$ cat src/cad_pkg.sv
// constants for the compare / adjust / divide execution slice
// assumes a single core clock and a decoder that hands over fetched operands
package cad_pkg;
  // opcodes
  localparam logic [7:0] OP_CP_RR  = 8'ha2;
  localparam logic [7:0] OP_CP_LO  = 8'ha3;
  localparam logic [7:0] OP_CP_HI  = 8'ha6;
  localparam logic [7:0] OP_CIBE   = 8'hc2;
  localparam logic [7:0] OP_CIBU   = 8'hd2;
  localparam logic [7:0] OP_BCD_R  = 8'h40;
  localparam logic [7:0] OP_BCD_IR = 8'h41;
  localparam logic [7:0] OP_DEC_R  = 8'h00;
  localparam logic [7:0] OP_DEC_IR = 8'h01;
  localparam logic [7:0] OP_WORD_SUBTRACT_ONE_R = 8'h80;
  localparam logic [7:0] OP_WORD_SUBTRACT_ONE_I = 8'h81;
  localparam logic [7:0] OP_IGOFF  = 8'h8f;
  localparam logic [7:0] OP_IGON   = 8'h9f;
  localparam logic [7:0] OP_DIV_LO = 8'h94;
  localparam logic [7:0] OP_DIV_HI = 8'h96;
  localparam logic [3:0] OP_CDB_LO = 4'ha;   // low nibble of count_down_branch
  // condition flag positions
  localparam int FL_C = 7;
  localparam int FL_Z = 6;
  localparam int FL_S = 5;
  localparam int FL_V = 4;
  localparam int FL_D = 3;
  localparam int FL_H = 2;
  // system_mode_reg global enable bit and its reset value
  localparam int         SYM_IEN     = 0;
  localparam logic       SYM_IEN_RST = 1'b0;
  // execution times in core cycles
  localparam logic [4:0] CYC_CP_R   = 5'h04;
  localparam logic [4:0] CYC_CP_M   = 5'h06;
  localparam logic [4:0] CYC_CIB_T  = 5'h12;  // 18, branch taken
  localparam logic [4:0] CYC_CIB_N  = 5'h10;  // 16, not taken
  localparam logic [4:0] CYC_SHORT  = 5'h04;  // adjust, subtract_one, interrupt on/off
  localparam logic [4:0] CYC_WORD   = 5'h08;
  localparam logic [4:0] CYC_DIV    = 5'h1a;  // 26
  localparam logic [4:0] CYC_DIV_Z  = 5'h0a;  // 10, divisor zero
  localparam logic [4:0] CYC_CDB    = 5'h08;
  // bcd adjust constants
  localparam logic [7:0] BCD_LO_ADD = 8'h06;
  localparam logic [7:0] BCD_HI_ADD = 8'h60;
  localparam logic [7:0] BCD_LO_SUB = 8'hfa;
  localparam logic [7:0] BCD_HI_SUB = 8'ha0;
  // one-hot sequencer states
  typedef enum logic [2:0] {
    ST_IDLE = 3'b001,
    ST_RUN  = 3'b010,
    ST_DONE = 3'b100
  } cad_state_t;
endpackage

$ cat src/cad_divider.sv
// iterative restoring divider, one quotient bit per clock
// assumes go_in only while idle and a non-zero divisor
module cad_divider #(
  parameter int DW = 8
) (
  input  wire logic            clock_in,
  input  wire logic            nrst_in,
  input  wire logic            go_in,
  input  wire logic [2*DW-1:0] dividend_in,
  input  wire logic [DW-1:0]   divisor_in,
  output logic      [DW-1:0]   quot_out,
  output logic      [DW-1:0]   rem_out,
  output logic                 done_out
);
  if (DW < 2 || DW > 16) begin : g_chk
    $error("cad_divider: DW out of range");
  end
  typedef struct packed {
    logic [2*DW-1:0] q;
    logic [DW:0]     r;
    logic [DW-1:0]   d;
    logic [5:0]      n;
    logic            busy;
    logic            done;
  } cad_div_t;
  cad_div_t st_q, st_d;
  logic [DW:0] trial;
  // shift in one dividend bit, keep the difference when it fits
  always_comb begin
    st_d  = st_q;
    trial = {st_q.r[DW-1:0], st_q.q[2*DW-1]};
    st_d.done = 1'b0;
    if (go_in) begin
      st_d.q    = dividend_in;
      st_d.r    = '0;
      st_d.d    = divisor_in;
      st_d.n    = 6'(2 * DW);
      st_d.busy = 1'b1;
    end else if (st_q.busy) begin
      st_d.q = {st_q.q[2*DW-2:0], 1'b0};
      if (trial >= {1'b0, st_q.d}) begin
        st_d.r    = trial - {1'b0, st_q.d};
        st_d.q[0] = 1'b1;
      end else begin
        st_d.r = trial;
      end
      st_d.n = st_q.n - 6'h01;
      if (st_q.n == 6'h01) begin
        st_d.busy = 1'b0;
        st_d.done = 1'b1;
      end
    end
  end
  always_ff @(posedge clock_in) begin
    if (!nrst_in) begin
      st_q <= '0;
    end else begin
      st_q <= st_d;
    end
  end
  assign quot_out = st_q.q[DW-1:0];
  assign rem_out  = st_q.r[DW-1:0];
  assign done_out = st_q.done;
endmodule

$ cat src/cad_exec.sv
// execution slice: compare, compare-increment-branch, bcd adjust, decrements,
// interrupt global on/off, unsigned divide and count-down branch
// assumes the decoder presents fetched operands with a one-cycle start_in
// Overview of operation
// - compare subtracts source from destination, keeps operands, sets carry, zero, sign and overflow
// - compare_inc_branch_equal branches by offset when difference is zero
// - compare_inc_branch_unequal branches by offset when difference is non-zero
// - both compare-increment-branch forms bump the source pointer, flags untouched
// - compare-increment-branch takes 18 cycles taken, 16 not taken
// - bcd adjust after addition adds 00, 06, 60 or 66 and sets carry
// - bcd adjust after subtraction adds 00, FA, A0 or 9A, carry per case
// - bcd adjust of non-bcd operands may give any value
// - bcd adjust sets carry, zero, sign; keeps decimal and half-carry
// - subtract_one decrements a byte, updates zero, sign, overflow only
// - word_subtract_one decrements a 16-bit pair, updates zero, sign, overflow
// - interrupt_global_off clears system mode bit 0, flags untouched
// - with interrupts off, requests still pend but no vectoring happens
// - divide 16 by 8 bits: quotient to lower byte, remainder to upper
// - divide sets zero on zero divisor or quotient, sign from quotient bit 7
// - divide overflow on big quotient or zero divisor; carry if it overflows with a quotient below 2^9
// - divide takes 10 cycles with zero divisor, otherwise 26
// - count_down_branch decrements, branches on non-zero result, flags untouched
// - count_down_branch offset is added to address after the instruction
module cad_exec #(
  parameter int IRQ_N = 8
) (
  input  wire logic             clock_in,
  input  wire logic             nrst_in,
  input  wire logic             start_in,
  input  wire logic [7:0]       opcode_in,
  input  wire logic [7:0]       dst_in,
  input  wire logic [7:0]       src_in,
  input  wire logic [15:0]      dstw_in,
  input  wire logic [7:0]       ptr_in,
  input  wire logic [7:0]       rel_in,
  input  wire logic [15:0]      pc_next_in,
  input  wire logic [7:0]       flags_in,
  input  wire logic [IRQ_N-1:0] irq_req_in,
  input  wire logic [IRQ_N-1:0] pend_clr_in,
  input  wire logic [IRQ_N-1:0] irq_mask_in,
  output logic                  ready_out,
  output logic                  done_out,
  output logic                  res_wr_out,
  output logic                  res_word_out,
  output logic      [15:0]      res_data_out,
  output logic                  ptr_wr_out,
  output logic      [7:0]       ptr_data_out,
  output logic      [7:0]       flags_out,
  output logic                  pc_load_out,
  output logic      [15:0]      pc_out,
  output logic                  int_en_out,
  output logic      [IRQ_N-1:0] pend_out,
  output logic                  vector_req_out
);
  import cad_pkg::*;
  if (IRQ_N < 1 || IRQ_N > 32) begin : g_chk
    $error("cad_exec: IRQ_N out of range");
  end

  typedef struct packed {
    cad_state_t       state;
    logic [4:0]       cnt;
    logic [7:0]       op;
    logic             is_div;
    logic             div_zero;
    logic [15:0]      res;
    logic             wr;
    logic             word;
    logic [7:0]       ptr;
    logic             pwr;
    logic [7:0]       flags;
    logic             pcl;
    logic [15:0]      pc;
    logic             ien;
    logic [IRQ_N-1:0] pend;
  } cad_st_t;
  cad_st_t st_q, st_d;

  // decode of the instruction at the start strobe
  logic is_cp, is_cib, is_bcd, is_dec, is_word_subtract_one, is_div, is_cdb;
  assign is_cp   = (opcode_in >= OP_CP_RR) && (opcode_in <= OP_CP_HI);
  assign is_cib  = (opcode_in == OP_CIBE) || (opcode_in == OP_CIBU);
  assign is_bcd  = (opcode_in == OP_BCD_R) || (opcode_in == OP_BCD_IR);
  assign is_dec  = (opcode_in == OP_DEC_R) || (opcode_in == OP_DEC_IR);
  assign is_word_subtract_one = (opcode_in == OP_WORD_SUBTRACT_ONE_R) || (opcode_in == OP_WORD_SUBTRACT_ONE_I);
  assign is_div  = (opcode_in >= OP_DIV_LO) && (opcode_in <= OP_DIV_HI);
  assign is_cdb  = (opcode_in[3:0] == OP_CDB_LO);

  // shared arithmetic on the presented operands
  logic [8:0]  diff;
  logic [7:0]  dec8;
  logic [15:0] dec16;
  logic [15:0] rel_pc;
  logic        cib_take;
  assign diff   = {1'b0, dst_in} - {1'b0, src_in};
  assign dec8   = dst_in - 8'h01;
  assign dec16  = dstw_in - 16'h0001;
  assign rel_pc = pc_next_in + {{8{rel_in[7]}}, rel_in};
  assign cib_take = (opcode_in == OP_CIBE) ? (diff[7:0] == 8'h00)
                                           : (diff[7:0] != 8'h00);

  // bcd correction; operands not from a bcd add/sub give a don't-care result
  logic [3:0] nib_hi, nib_lo;
  logic       lo_fix, hi_fix;
  logic [7:0] bcd_add;
  logic [8:0] bcd_sum;
  assign nib_hi = dst_in[7:4];
  assign nib_lo = dst_in[3:0];
  assign lo_fix = flags_in[FL_H] || (nib_lo > 4'h9);
  assign hi_fix = flags_in[FL_C] || (nib_hi > 4'h9) || ((nib_hi == 4'h9) && (nib_lo > 4'h9));
  always_comb begin
    if (flags_in[FL_D]) begin
      bcd_add = (flags_in[FL_C] ? BCD_HI_SUB : 8'h00)
              + (flags_in[FL_H] ? BCD_LO_SUB : 8'h00);
    end else begin
      bcd_add = (hi_fix ? BCD_HI_ADD : 8'h00)
              + (lo_fix ? BCD_LO_ADD : 8'h00);
    end
  end
  assign bcd_sum = {1'b0, dst_in} + {1'b0, bcd_add};

  // divide overflow is judged up front from the dividend's upper byte
  logic        div_ovf, div_c, div_qz;
  logic [7:0]  dq, dr;
  logic        div_done;
  assign div_ovf = (dstw_in[15:8] >= src_in);
  assign div_c   = div_ovf && ({1'b0, dstw_in} < {src_in, 9'h000});
  assign div_qz  = (dstw_in < {8'h00, src_in});

  cad_divider #(
    .DW (8)
  ) u_div (
    .clock_in    (clock_in),
    .nrst_in     (nrst_in),
    .go_in       (start_in && ready_out && is_div && (src_in != 8'h00)),
    .dividend_in (dstw_in),
    .divisor_in  (src_in),
    .quot_out    (dq),
    .rem_out     (dr),
    .done_out    (div_done)
  );

  // sequencer: results are prepared at start, divide's when the divider finishes; all released after the cycle count
  always_comb begin
    st_d = st_q;
    // pending bits: a request in the clear cycle wins
    st_d.pend = (st_q.pend & ~pend_clr_in) | irq_req_in;
    case (st_q.state)
      ST_IDLE: begin
        if (start_in) begin
          st_d.state    = ST_RUN;
          st_d.op       = opcode_in;
          st_d.is_div   = 1'b0;
          st_d.div_zero = 1'b0;
          st_d.wr       = 1'b0;
          st_d.word     = 1'b0;
          st_d.pwr      = 1'b0;
          st_d.pcl      = 1'b0;
          st_d.flags    = flags_in;
          st_d.res      = {8'h00, dst_in};
          st_d.ptr      = ptr_in;
          st_d.pc       = pc_next_in;
          st_d.cnt      = CYC_SHORT - 5'h02;
          if (is_cp) begin
            st_d.flags[FL_C] = diff[8];
            st_d.flags[FL_Z] = (diff[7:0] == 8'h00);
            st_d.flags[FL_S] = diff[7];
            st_d.flags[FL_V] = (dst_in[7] != src_in[7]) && (diff[7] != dst_in[7]);
            st_d.cnt = ((opcode_in == OP_CP_RR) ? CYC_CP_R : CYC_CP_M) - 5'h02;
          end else if (is_cib) begin
            st_d.ptr = ptr_in + 8'h01;
            st_d.pwr = 1'b1;
            st_d.pcl = cib_take;
            st_d.pc  = cib_take ? rel_pc : pc_next_in;
            st_d.cnt = (cib_take ? CYC_CIB_T : CYC_CIB_N) - 5'h02;
          end else if (is_bcd) begin
            st_d.res         = {8'h00, bcd_sum[7:0]};
            st_d.wr          = 1'b1;
            st_d.flags[FL_C] = flags_in[FL_D] ? flags_in[FL_C] : hi_fix;
            st_d.flags[FL_Z] = (bcd_sum[7:0] == 8'h00);
            st_d.flags[FL_S] = bcd_sum[7];
          end else if (is_dec) begin
            st_d.res         = {8'h00, dec8};
            st_d.wr          = 1'b1;
            st_d.flags[FL_Z] = (dec8 == 8'h00);
            st_d.flags[FL_S] = dec8[7];
            st_d.flags[FL_V] = (dst_in == 8'h80);
          end else if (is_word_subtract_one) begin
            st_d.res         = dec16;
            st_d.wr          = 1'b1;
            st_d.word        = 1'b1;
            st_d.flags[FL_Z] = (dec16 == 16'h0000);
            st_d.flags[FL_S] = dec16[15];
            st_d.flags[FL_V] = (dstw_in == 16'h8000);
            st_d.cnt         = CYC_WORD - 5'h02;
          end else if (opcode_in == OP_IGOFF) begin
            st_d.ien = 1'b0;
          end else if (opcode_in == OP_IGON) begin
            st_d.ien = 1'b1;
          end else if (is_div) begin
            st_d.is_div      = 1'b1;
            st_d.div_zero    = (src_in == 8'h00);
            st_d.wr          = (src_in != 8'h00);
            st_d.word        = 1'b1;
            st_d.flags[FL_V] = div_ovf || (src_in == 8'h00);
            st_d.flags[FL_C] = (src_in != 8'h00) && div_c;
            st_d.flags[FL_Z] = (src_in == 8'h00) || div_qz;
            st_d.cnt = ((src_in == 8'h00) ? CYC_DIV_Z : CYC_DIV) - 5'h02;
          end else if (is_cdb) begin
            st_d.res = {8'h00, dec8};
            st_d.wr  = 1'b1;
            st_d.pcl = (dec8 != 8'h00);
            st_d.pc  = (dec8 != 8'h00) ? rel_pc : pc_next_in;
            st_d.cnt = CYC_CDB - 5'h02;
          end
        end
      end
      ST_RUN: begin
        // divider finishes well inside the 26-cycle window
        if (st_q.is_div && div_done) begin
          st_d.res         = {dr, dq};
          st_d.flags[FL_S] = dq[7];
        end
        if (st_q.cnt == 5'h00) begin
          st_d.state = ST_DONE;
        end else begin
          st_d.cnt = st_q.cnt - 5'h01;
        end
      end
      ST_DONE: begin
        st_d.state = ST_IDLE;
      end
      default: begin
        st_d.state = ST_IDLE;
      end
    endcase
  end

  always_ff @(posedge clock_in) begin
    if (!nrst_in) begin
      st_q       <= '0;
      st_q.state <= ST_IDLE;
      st_q.ien   <= SYM_IEN_RST;
    end else begin
      st_q <= st_d;
    end
  end

  // outputs; write strobes only qualify in the done cycle
  assign ready_out      = (st_q.state == ST_IDLE);
  assign done_out       = (st_q.state == ST_DONE);
  assign res_wr_out     = done_out && st_q.wr;
  assign res_word_out   = st_q.word;
  assign res_data_out   = st_q.res;
  assign ptr_wr_out     = done_out && st_q.pwr;
  assign ptr_data_out   = st_q.ptr;
  assign flags_out      = st_q.flags;
  assign pc_load_out    = done_out && st_q.pcl;
  assign pc_out         = st_q.pc;
  assign int_en_out     = st_q.ien;
  assign pend_out       = st_q.pend;
  assign vector_req_out = st_q.ien && |(st_q.pend & irq_mask_in);

  a_cp_no_write: assert property (@(posedge clock_in) disable iff (!nrst_in)
    (start_in && ready_out && is_cp && diff[8]) |-> ##3 (!res_wr_out && flags_out[FL_C]))
    else $error("compare wrote its operand or lost borrow");
  a_cib_taken: assert property (@(posedge clock_in) disable iff (!nrst_in)
    (start_in && ready_out && is_cib && cib_take) |-> ##18 (done_out && pc_load_out))
    else $error("taken compare branch not done at 18");
  a_cib_not: assert property (@(posedge clock_in) disable iff (!nrst_in)
    (start_in && ready_out && is_cib && !cib_take) |-> ##16 (done_out && !pc_load_out))
    else $error("untaken compare branch not done at 16");
  a_cib_ptr_inc: assert property (@(posedge clock_in) disable iff (!nrst_in)
    (start_in && ready_out && is_cib) |=> (ptr_data_out == $past(ptr_in) + 8'h01))
    else $error("compare branch pointer not bumped");
  a_cib_ptr_wr: assert property (@(posedge clock_in) disable iff (!nrst_in)
    (done_out && (st_q.op == OP_CIBE || st_q.op == OP_CIBU)) |-> (ptr_wr_out && !res_wr_out))
    else $error("compare branch pointer not written");
  a_div_zero_time: assert property (@(posedge clock_in) disable iff (!nrst_in)
    (start_in && ready_out && is_div && src_in == 8'h00)
      |-> ##10 (done_out && flags_out[FL_V] && flags_out[FL_Z] && !res_wr_out))
    else $error("divide by zero not 10 cycles");
  a_div_full_time: assert property (@(posedge clock_in) disable iff (!nrst_in)
    (start_in && ready_out && is_div && src_in != 8'h00) |-> ##26 (done_out && res_wr_out))
    else $error("divide not done at 26");
  a_div_result: assert property (@(posedge clock_in) disable iff (!nrst_in)
    (start_in && ready_out && is_div && src_in != 8'h00 && !div_ovf)
      |-> ##26 (res_data_out[7:0] * $past(src_in, 26) + res_data_out[15:8]
                == $past(dstw_in, 26)))
    else $error("quotient and remainder inconsistent");
  a_dec_flags: assert property (@(posedge clock_in) disable iff (!nrst_in)
    (start_in && ready_out && is_dec)
      |-> ##4 (done_out && res_data_out[7:0] == $past(dst_in, 4) - 8'h01
               && flags_out[FL_C] == $past(flags_in[FL_C], 4)))
    else $error("subtract_one result or carry wrong");
  a_igoff_clears: assert property (@(posedge clock_in) disable iff (!nrst_in)
    (start_in && ready_out && opcode_in == OP_IGOFF) |=> (!int_en_out && !vector_req_out))
    else $error("interrupts still enabled after global off");
  a_pend_keeps: assert property (@(posedge clock_in) disable iff (!nrst_in)
    (irq_req_in != '0) |=> ((pend_out & $past(irq_req_in)) == $past(irq_req_in)))
    else $error("request lost its pending bit");
  a_cdb_branch: assert property (@(posedge clock_in) disable iff (!nrst_in)
    (start_in && ready_out && is_cdb && dec8 != 8'h00 && !is_cp && !is_cib)
      |-> ##8 (pc_load_out && flags_out == $past(flags_in, 8)))
    else $error("count-down branch missing or touched flags");

  // flags and timing the bench only sees in the done cycle
  a_cp_borrow_zero: assert property (@(posedge clock_in) disable iff (!nrst_in)
    (start_in && ready_out && is_cp) |=> (flags_out[FL_C] == ($past(src_in) > $past(dst_in))
      && flags_out[FL_Z] == ($past(src_in) == $past(dst_in))))
    else $error("compare borrow or zero flag wrong");
  a_cp_short_time: assert property (@(posedge clock_in) disable iff (!nrst_in)
    (start_in && ready_out && opcode_in == OP_CP_RR) |-> ##4 (done_out && !res_wr_out))
    else $error("register compare not done at 4 or wrote back");
  a_cib_flags_kept: assert property (@(posedge clock_in) disable iff (!nrst_in)
    (start_in && ready_out && is_cib) |=> (flags_out == $past(flags_in)))
    else $error("compare branch touched the flags");
  a_bcd_dh_kept: assert property (@(posedge clock_in) disable iff (!nrst_in)
    (start_in && ready_out && is_bcd) |=> (flags_out[FL_D] == $past(flags_in[FL_D])
      && flags_out[FL_H] == $past(flags_in[FL_H])
      && flags_out[FL_Z] == (res_data_out[7:0] == 8'h00)))
    else $error("adjust changed decimal or half-carry, or zero wrong");
  a_word_subtract_one_time: assert property (@(posedge clock_in) disable iff (!nrst_in)
    (start_in && ready_out && is_word_subtract_one) |-> ##8 (done_out && res_wr_out && res_word_out
      && flags_out[FL_C] == $past(flags_in[FL_C], 8)))
    else $error("word decrement not done at 8 or carry lost");
  a_igoff_time: assert property (@(posedge clock_in) disable iff (!nrst_in)
    (start_in && ready_out && opcode_in == OP_IGOFF)
      |-> ##4 (done_out && !res_wr_out && flags_out == $past(flags_in, 4)))
    else $error("global off not done at 4 or touched flags");
  a_div_dh_kept: assert property (@(posedge clock_in) disable iff (!nrst_in)
    (start_in && ready_out && is_div) |=> (flags_out[FL_D] == $past(flags_in[FL_D])
      && flags_out[FL_H] == $past(flags_in[FL_H])))
    else $error("divide changed decimal or half-carry");
  a_div_sign: assert property (@(posedge clock_in) disable iff (!nrst_in)
    (start_in && ready_out && is_div && src_in != 8'h00)
      |-> ##26 (flags_out[FL_S] == res_data_out[7]))
    else $error("divide sign not from quotient bit 7");
  a_cdb_no_branch: assert property (@(posedge clock_in) disable iff (!nrst_in)
    (start_in && ready_out && is_cdb && dec8 == 8'h00)
      |-> ##8 (done_out && res_wr_out && !pc_load_out))
    else $error("count-down branch taken on zero count");
  a_cdb_target: assert property (@(posedge clock_in) disable iff (!nrst_in)
    (start_in && ready_out && is_cdb && dec8 != 8'h00)
      |=> (pc_out == $past(pc_next_in) + {{8{$past(rel_in[7])}}, $past(rel_in)}))
    else $error("count-down branch target not from next address");
endmodule

$ cat config.mk
export PLATFORM = sky130hd
export DESIGN_NAME = cad_exec
export DESIGN_NICKNAME = d
export VERILOG_FILES = /design/src/cad_pkg.sv /design/src/cad_divider.sv /design/src/cad_exec.sv
export SDC_FILE = /design/constraint.sdc
export NUM_CORES = 1
export LEC_CHECK = 0
export BUFFER_PORTS_ARGS = -buffer_cell sky130_fd_sc_hd__buf_4
export CORE_MARGIN = 1
export CORE_UTILIZATION = 51
export CTS_CLUSTER_DIAMETER = 40
export DETAILED_ROUTE_END_ITERATION = 8
export PLACE_DENSITY = 0.82
export SLEW_MARGIN = 40
export SYNTH_ARGS = -nofsm -noshare
export SYNTH_HDL_FRONTEND = slang
export SYNTH_SLANG_ARGS = --single-unit
$ cat constraint.sdc
create_clock -name clock_in -period 5.01 [get_ports clock_in]
set_input_delay 1.002 -clock clock_in [delete_from_list [all_inputs] [get_ports clock_in]]
set_output_delay 1.002 -clock clock_in [all_outputs]
set_load 0.01 [all_outputs]
==> results by group <==
Clock network
  – Reg clk slew, reported paths: 0.07 ns
  – Sink Count: 110
  – Clk root buf: clkbuf_16
  – Worst-Skew Late Latency: 0.36 ns
  – CTS tree: done
  – PostCTS Resize Cnt: 0
  – Postcts setup bufs: 0
  – Clk buf depth: 2
  – # hold bufs at CTS: 0
  – Cts bufs inserted: 9
  – H-tree depth: 3

Synth
  – Ys async rst share: 0%
  – XOR/XNOR share of the synthesized area: 6.04%
  – Post-synth design cell area: 8270 µm²
  – Top-count cell post-synth: nand2_1
  – Yosys top cell area share: 26.6%
  – Post-Synth Adder-Cell Area: 11.3%
  – Library cells used by synthesis: 71
  – Synth Area in Simple Gates: 20.1%
  – Post-synth top flop: dfxtp_1
  – Post-synthesis mux area share: 2.54%
  – Commonest cells in the synthesized netlist: 112 x nand2_1, 110 x dfxtp_1, 106 x nor2_1
  – Sequential fraction of the synthesis area: 26.6%
  – Syn. warnings: 0
  – Syn nets: 1250
  – Compound-Gate Fraction of Synth Area: 23.4%
  – Avg Inst Size Synth: 7.73 µm²
  – Largest area contributor in the netlist: dfxtp_1
  – Post-synth EDFFs: 0
  – Area contributors post-synth: dfxtp_1 27%, ha_1 11%, buf_4 5.2%
  – Seq cells post-synth: 110
  – Cells after synthesis: 1070
  – Largest family of logic cells by synthesized area: compound AO/OA/AOI/OAI gates

Worst setup path
  – Maximum fanout along the worst path: 7
  – CP Launch Type: input pin
  – Reg2reg start: st_q[78]
  – Crit end category: flop
  – Internal reg-to-reg setup slack: 2.20 ns
  – Critical path class: in2reg
  – Reg2Reg Depth: 7
  – CP endpoint: flags_out[6]
  – Crit path DAT: 4.14 ns
  – Worst Setup SP: dst_in[0]
  – RR Endpoint: pc_out[8]
  – CP Data Required Time: 5.28 ns

Timing
  – RSZ-0062 raised after global routing: no
  – Fmax: 259 MHz
  – Max-slew violations: 0
  – Final min period: 3.87 ns
  – Fin Clk Skew: 0.0123 ns
  – Period utilisation layout: 77.2%
  – Endpoints failing setup: 0
  – Fin. Hold Viols: 0
  – Worst-Margin Slew: 0.827 ns
  – Setup TNS: 0 ns
  – Hold WS: 0.457 ns
  – Relative slew slack: 44.1%
  – Setup ws final: 1.14 ns

Detailed routing
  – DRT iter0 DRCs: 724
  – WL met2: 11000 µm
  – Total iterations of the first detailed-routing run: 6
  – DRC Markers: 0
  – Top sig layer: met4
  – Via-per-instance ratio: 5.91
  – Vias: 8132
  – DR WL/cell: 17.0 µm
  – Final WL: 23500 µm
  – Met1 Routed Length: 9740 µm
  – Final ANT Viol Nets: 0
  – Met3 WL: 2160 µm

Finish
  – Area Growth Syn to Fin: 15.3%
  – # fillers: 1439
  – Multi-input logic area: 5250 µm²
  – Register Area: 2200 µm²
  – Share of post-route cells with drive strength above 1: 18.3%
  – Final nets: 1336
  – Antenna cells: 0
  – Design area: 9540 µm²

Job
  – Max Cap Viol: 0

Power and ir drop
  – Pwr dens: 237 nW/µm²
  – Switch share: 31.5%
  – Clock network fraction of design power: 31.6%
  – Max VDD drop: 185 µV
  – NetSw: 0.710 mW
  – LEAKAGE: 4.07 nW
  – Internal power: 1.55 mW
  – Combinational power share: 26.3%
  – Reg power frac: 42.0%

Die
  – Initial Util: 52.2%
  – Die area: 16700 µm²
  – Die Wd: 129 µm
  – # rows: 46
  – Die height: 129 µm
  – I/O pin cnt: 171
  – Core Area: 15800 µm²

Global route
  – GRT Overall Usage: 27.9%
  – Initial antenna violation count: 0
  – Largest net degree at the start of global routing: 61
  – Vias in the first global route: 7267
  – Total congestion overflow: 0
  – Global-route wire length before repair: 36700 µm

Placed design
  – Number of port buffers: 170
  – Post-DP HPWL: 17800 µm
  – Gpl congestion: 0.935
  – Area after DPL: 9240 µm²
  – Setup WS pre-CTS: 0.843 ns

Worst hold path
  – Hold crit path type: reg2reg

Outcome
  – Status: complete, no violations
==> layer usage <==
| metal | vias to the layer above | global-route usage [%] |
|---|---|---|
| met2 | 388 | 47.6 |
| met5 | - | 0 |
| met1 | 3731 | 35.4 |
| li1 | 3967 | - |
| met3 | 46 | 5.12 |
| met4 | 0 | 9.55 |
==> cell usage in the layout (no fill, tap or decap), types with 9 or more instances in the layout <==
master / count
buf_4: 179
nand2_1: 112
dfxtp_1: 110
nor2_1: 106
a21oi_1: 84
ha_1: 70
o21ai_0: 68
inv_1: 45
nand3_1: 35
xnor2_1: 32
a211oi_1: 30
a31oi_1: 27
xor2_1: 25
mux2i_1: 21
nor3_1: 18
a22oi_1: 16
a21o_1: 14
o21a_1: 9
nor4_1: 9
clkbuf_16: 9
==> flip-flops by register name, summed over array words and instances, names as in the netlist <==
| name | count |
|---|---|
| flags_out | 8 |
| res_data_out | 16 |
| st_q | 12 |
| u_div.rem_out | 8 |
| res_word_out | 1 |
| u_div.quot_out | 8 |
| pend_out | 8 |
| pc_out | 16 |
| u_div.done_out | 1 |
| u_div.st_q | 23 |
| int_en_out | 1 |
| ptr_data_out | 8 |
==> stage by stage <==
| step | total power [mW] | cells | util [%] |
|---|---|---|---|
| finish | 2.26 | 1377 | 60.2 |
| global route | 2.36 | 1377 | 60.2 |
| CTS | 2.26 | 1377 | 60.2 |
| detailed placement | 1.55 | 1361 | 58.4 |
| global placement | 1.54 | 1361 | 58.3 |
| floorplan | 1.36 | 1070 | - |
==> worst max-delay path: stages <==
cell and delay [ns]:
buf_4 0.12, inv_1 0.09, ha_1 0.27, nor2_1 0.12, o21a_1 0.14, nor2_1 0.04, nor2_1 0.15, inv_1 0.10
o21ai_0 0.09, ha_1 0.20, inv_1 0.06, fa_1 0.40, inv_1 0.08, a21oi_1 0.06, o21bai_1 0.21, a21o_1 0.16
a21oi_1 0.07, xnor2_1 0.30, and3_1 0.21, a221oi_1 0.07, a211oi_1 0.20
==> final cells by class <==
cell class	count	share of cell area [%]
inverter	46	1.81
sequential	110	23.1
clock inverter	6	0.564
clock buffer	10	2.51
tap	216	2.83
timing repair buffer	179	14.1
multi-input combinational	810	55.1
==> power by group through the flow <==
stage                     Clock (mW)  Combinational, mW  Sequential (mW)
final                          0.713              0.594            0.948
after detailed placement           0              0.586            0.969
after global placement             0              0.573            0.968
after global routing           0.757              0.651            0.954
after floorplan                    0              0.403            0.959
after CTS                      0.722              0.589            0.949
==> worst min path at each step <==
stage,to,from,slack [ns],cells after the start
2_1_floorplan,st_q[34],st_q[34],0.43,2
3_3_place_gp,flags_out[2],flags_out[2],0.44,2
3_5_place_dp,flags_out[3],flags_out[3],0.45,2
4_1_cts,flags_out[3],flags_out[3],0.46,2
5_1_grt,u_div.st_q[11],u_div.st_q[11],0.48,2
6_report,flags_out[3],flags_out[3],0.46,2
==> cell families (layout without fill, tap and decap cells) <==
| group | after synthesis | count (layout) |
|---|---|---|
| adders and majority gates | 73 | 73 |
| buffers and inverters | 150 | 241 |
| xor gates and xnor gates | 57 | 57 |
| AOI/OAI and AO/OA | 306 | 306 |
| DFF | 110 | 110 |
| muxes | 21 | 21 |
| and+or+nand+nor | 353 | 353 |
Note: power is estimated with default switching activity, not from simulation.
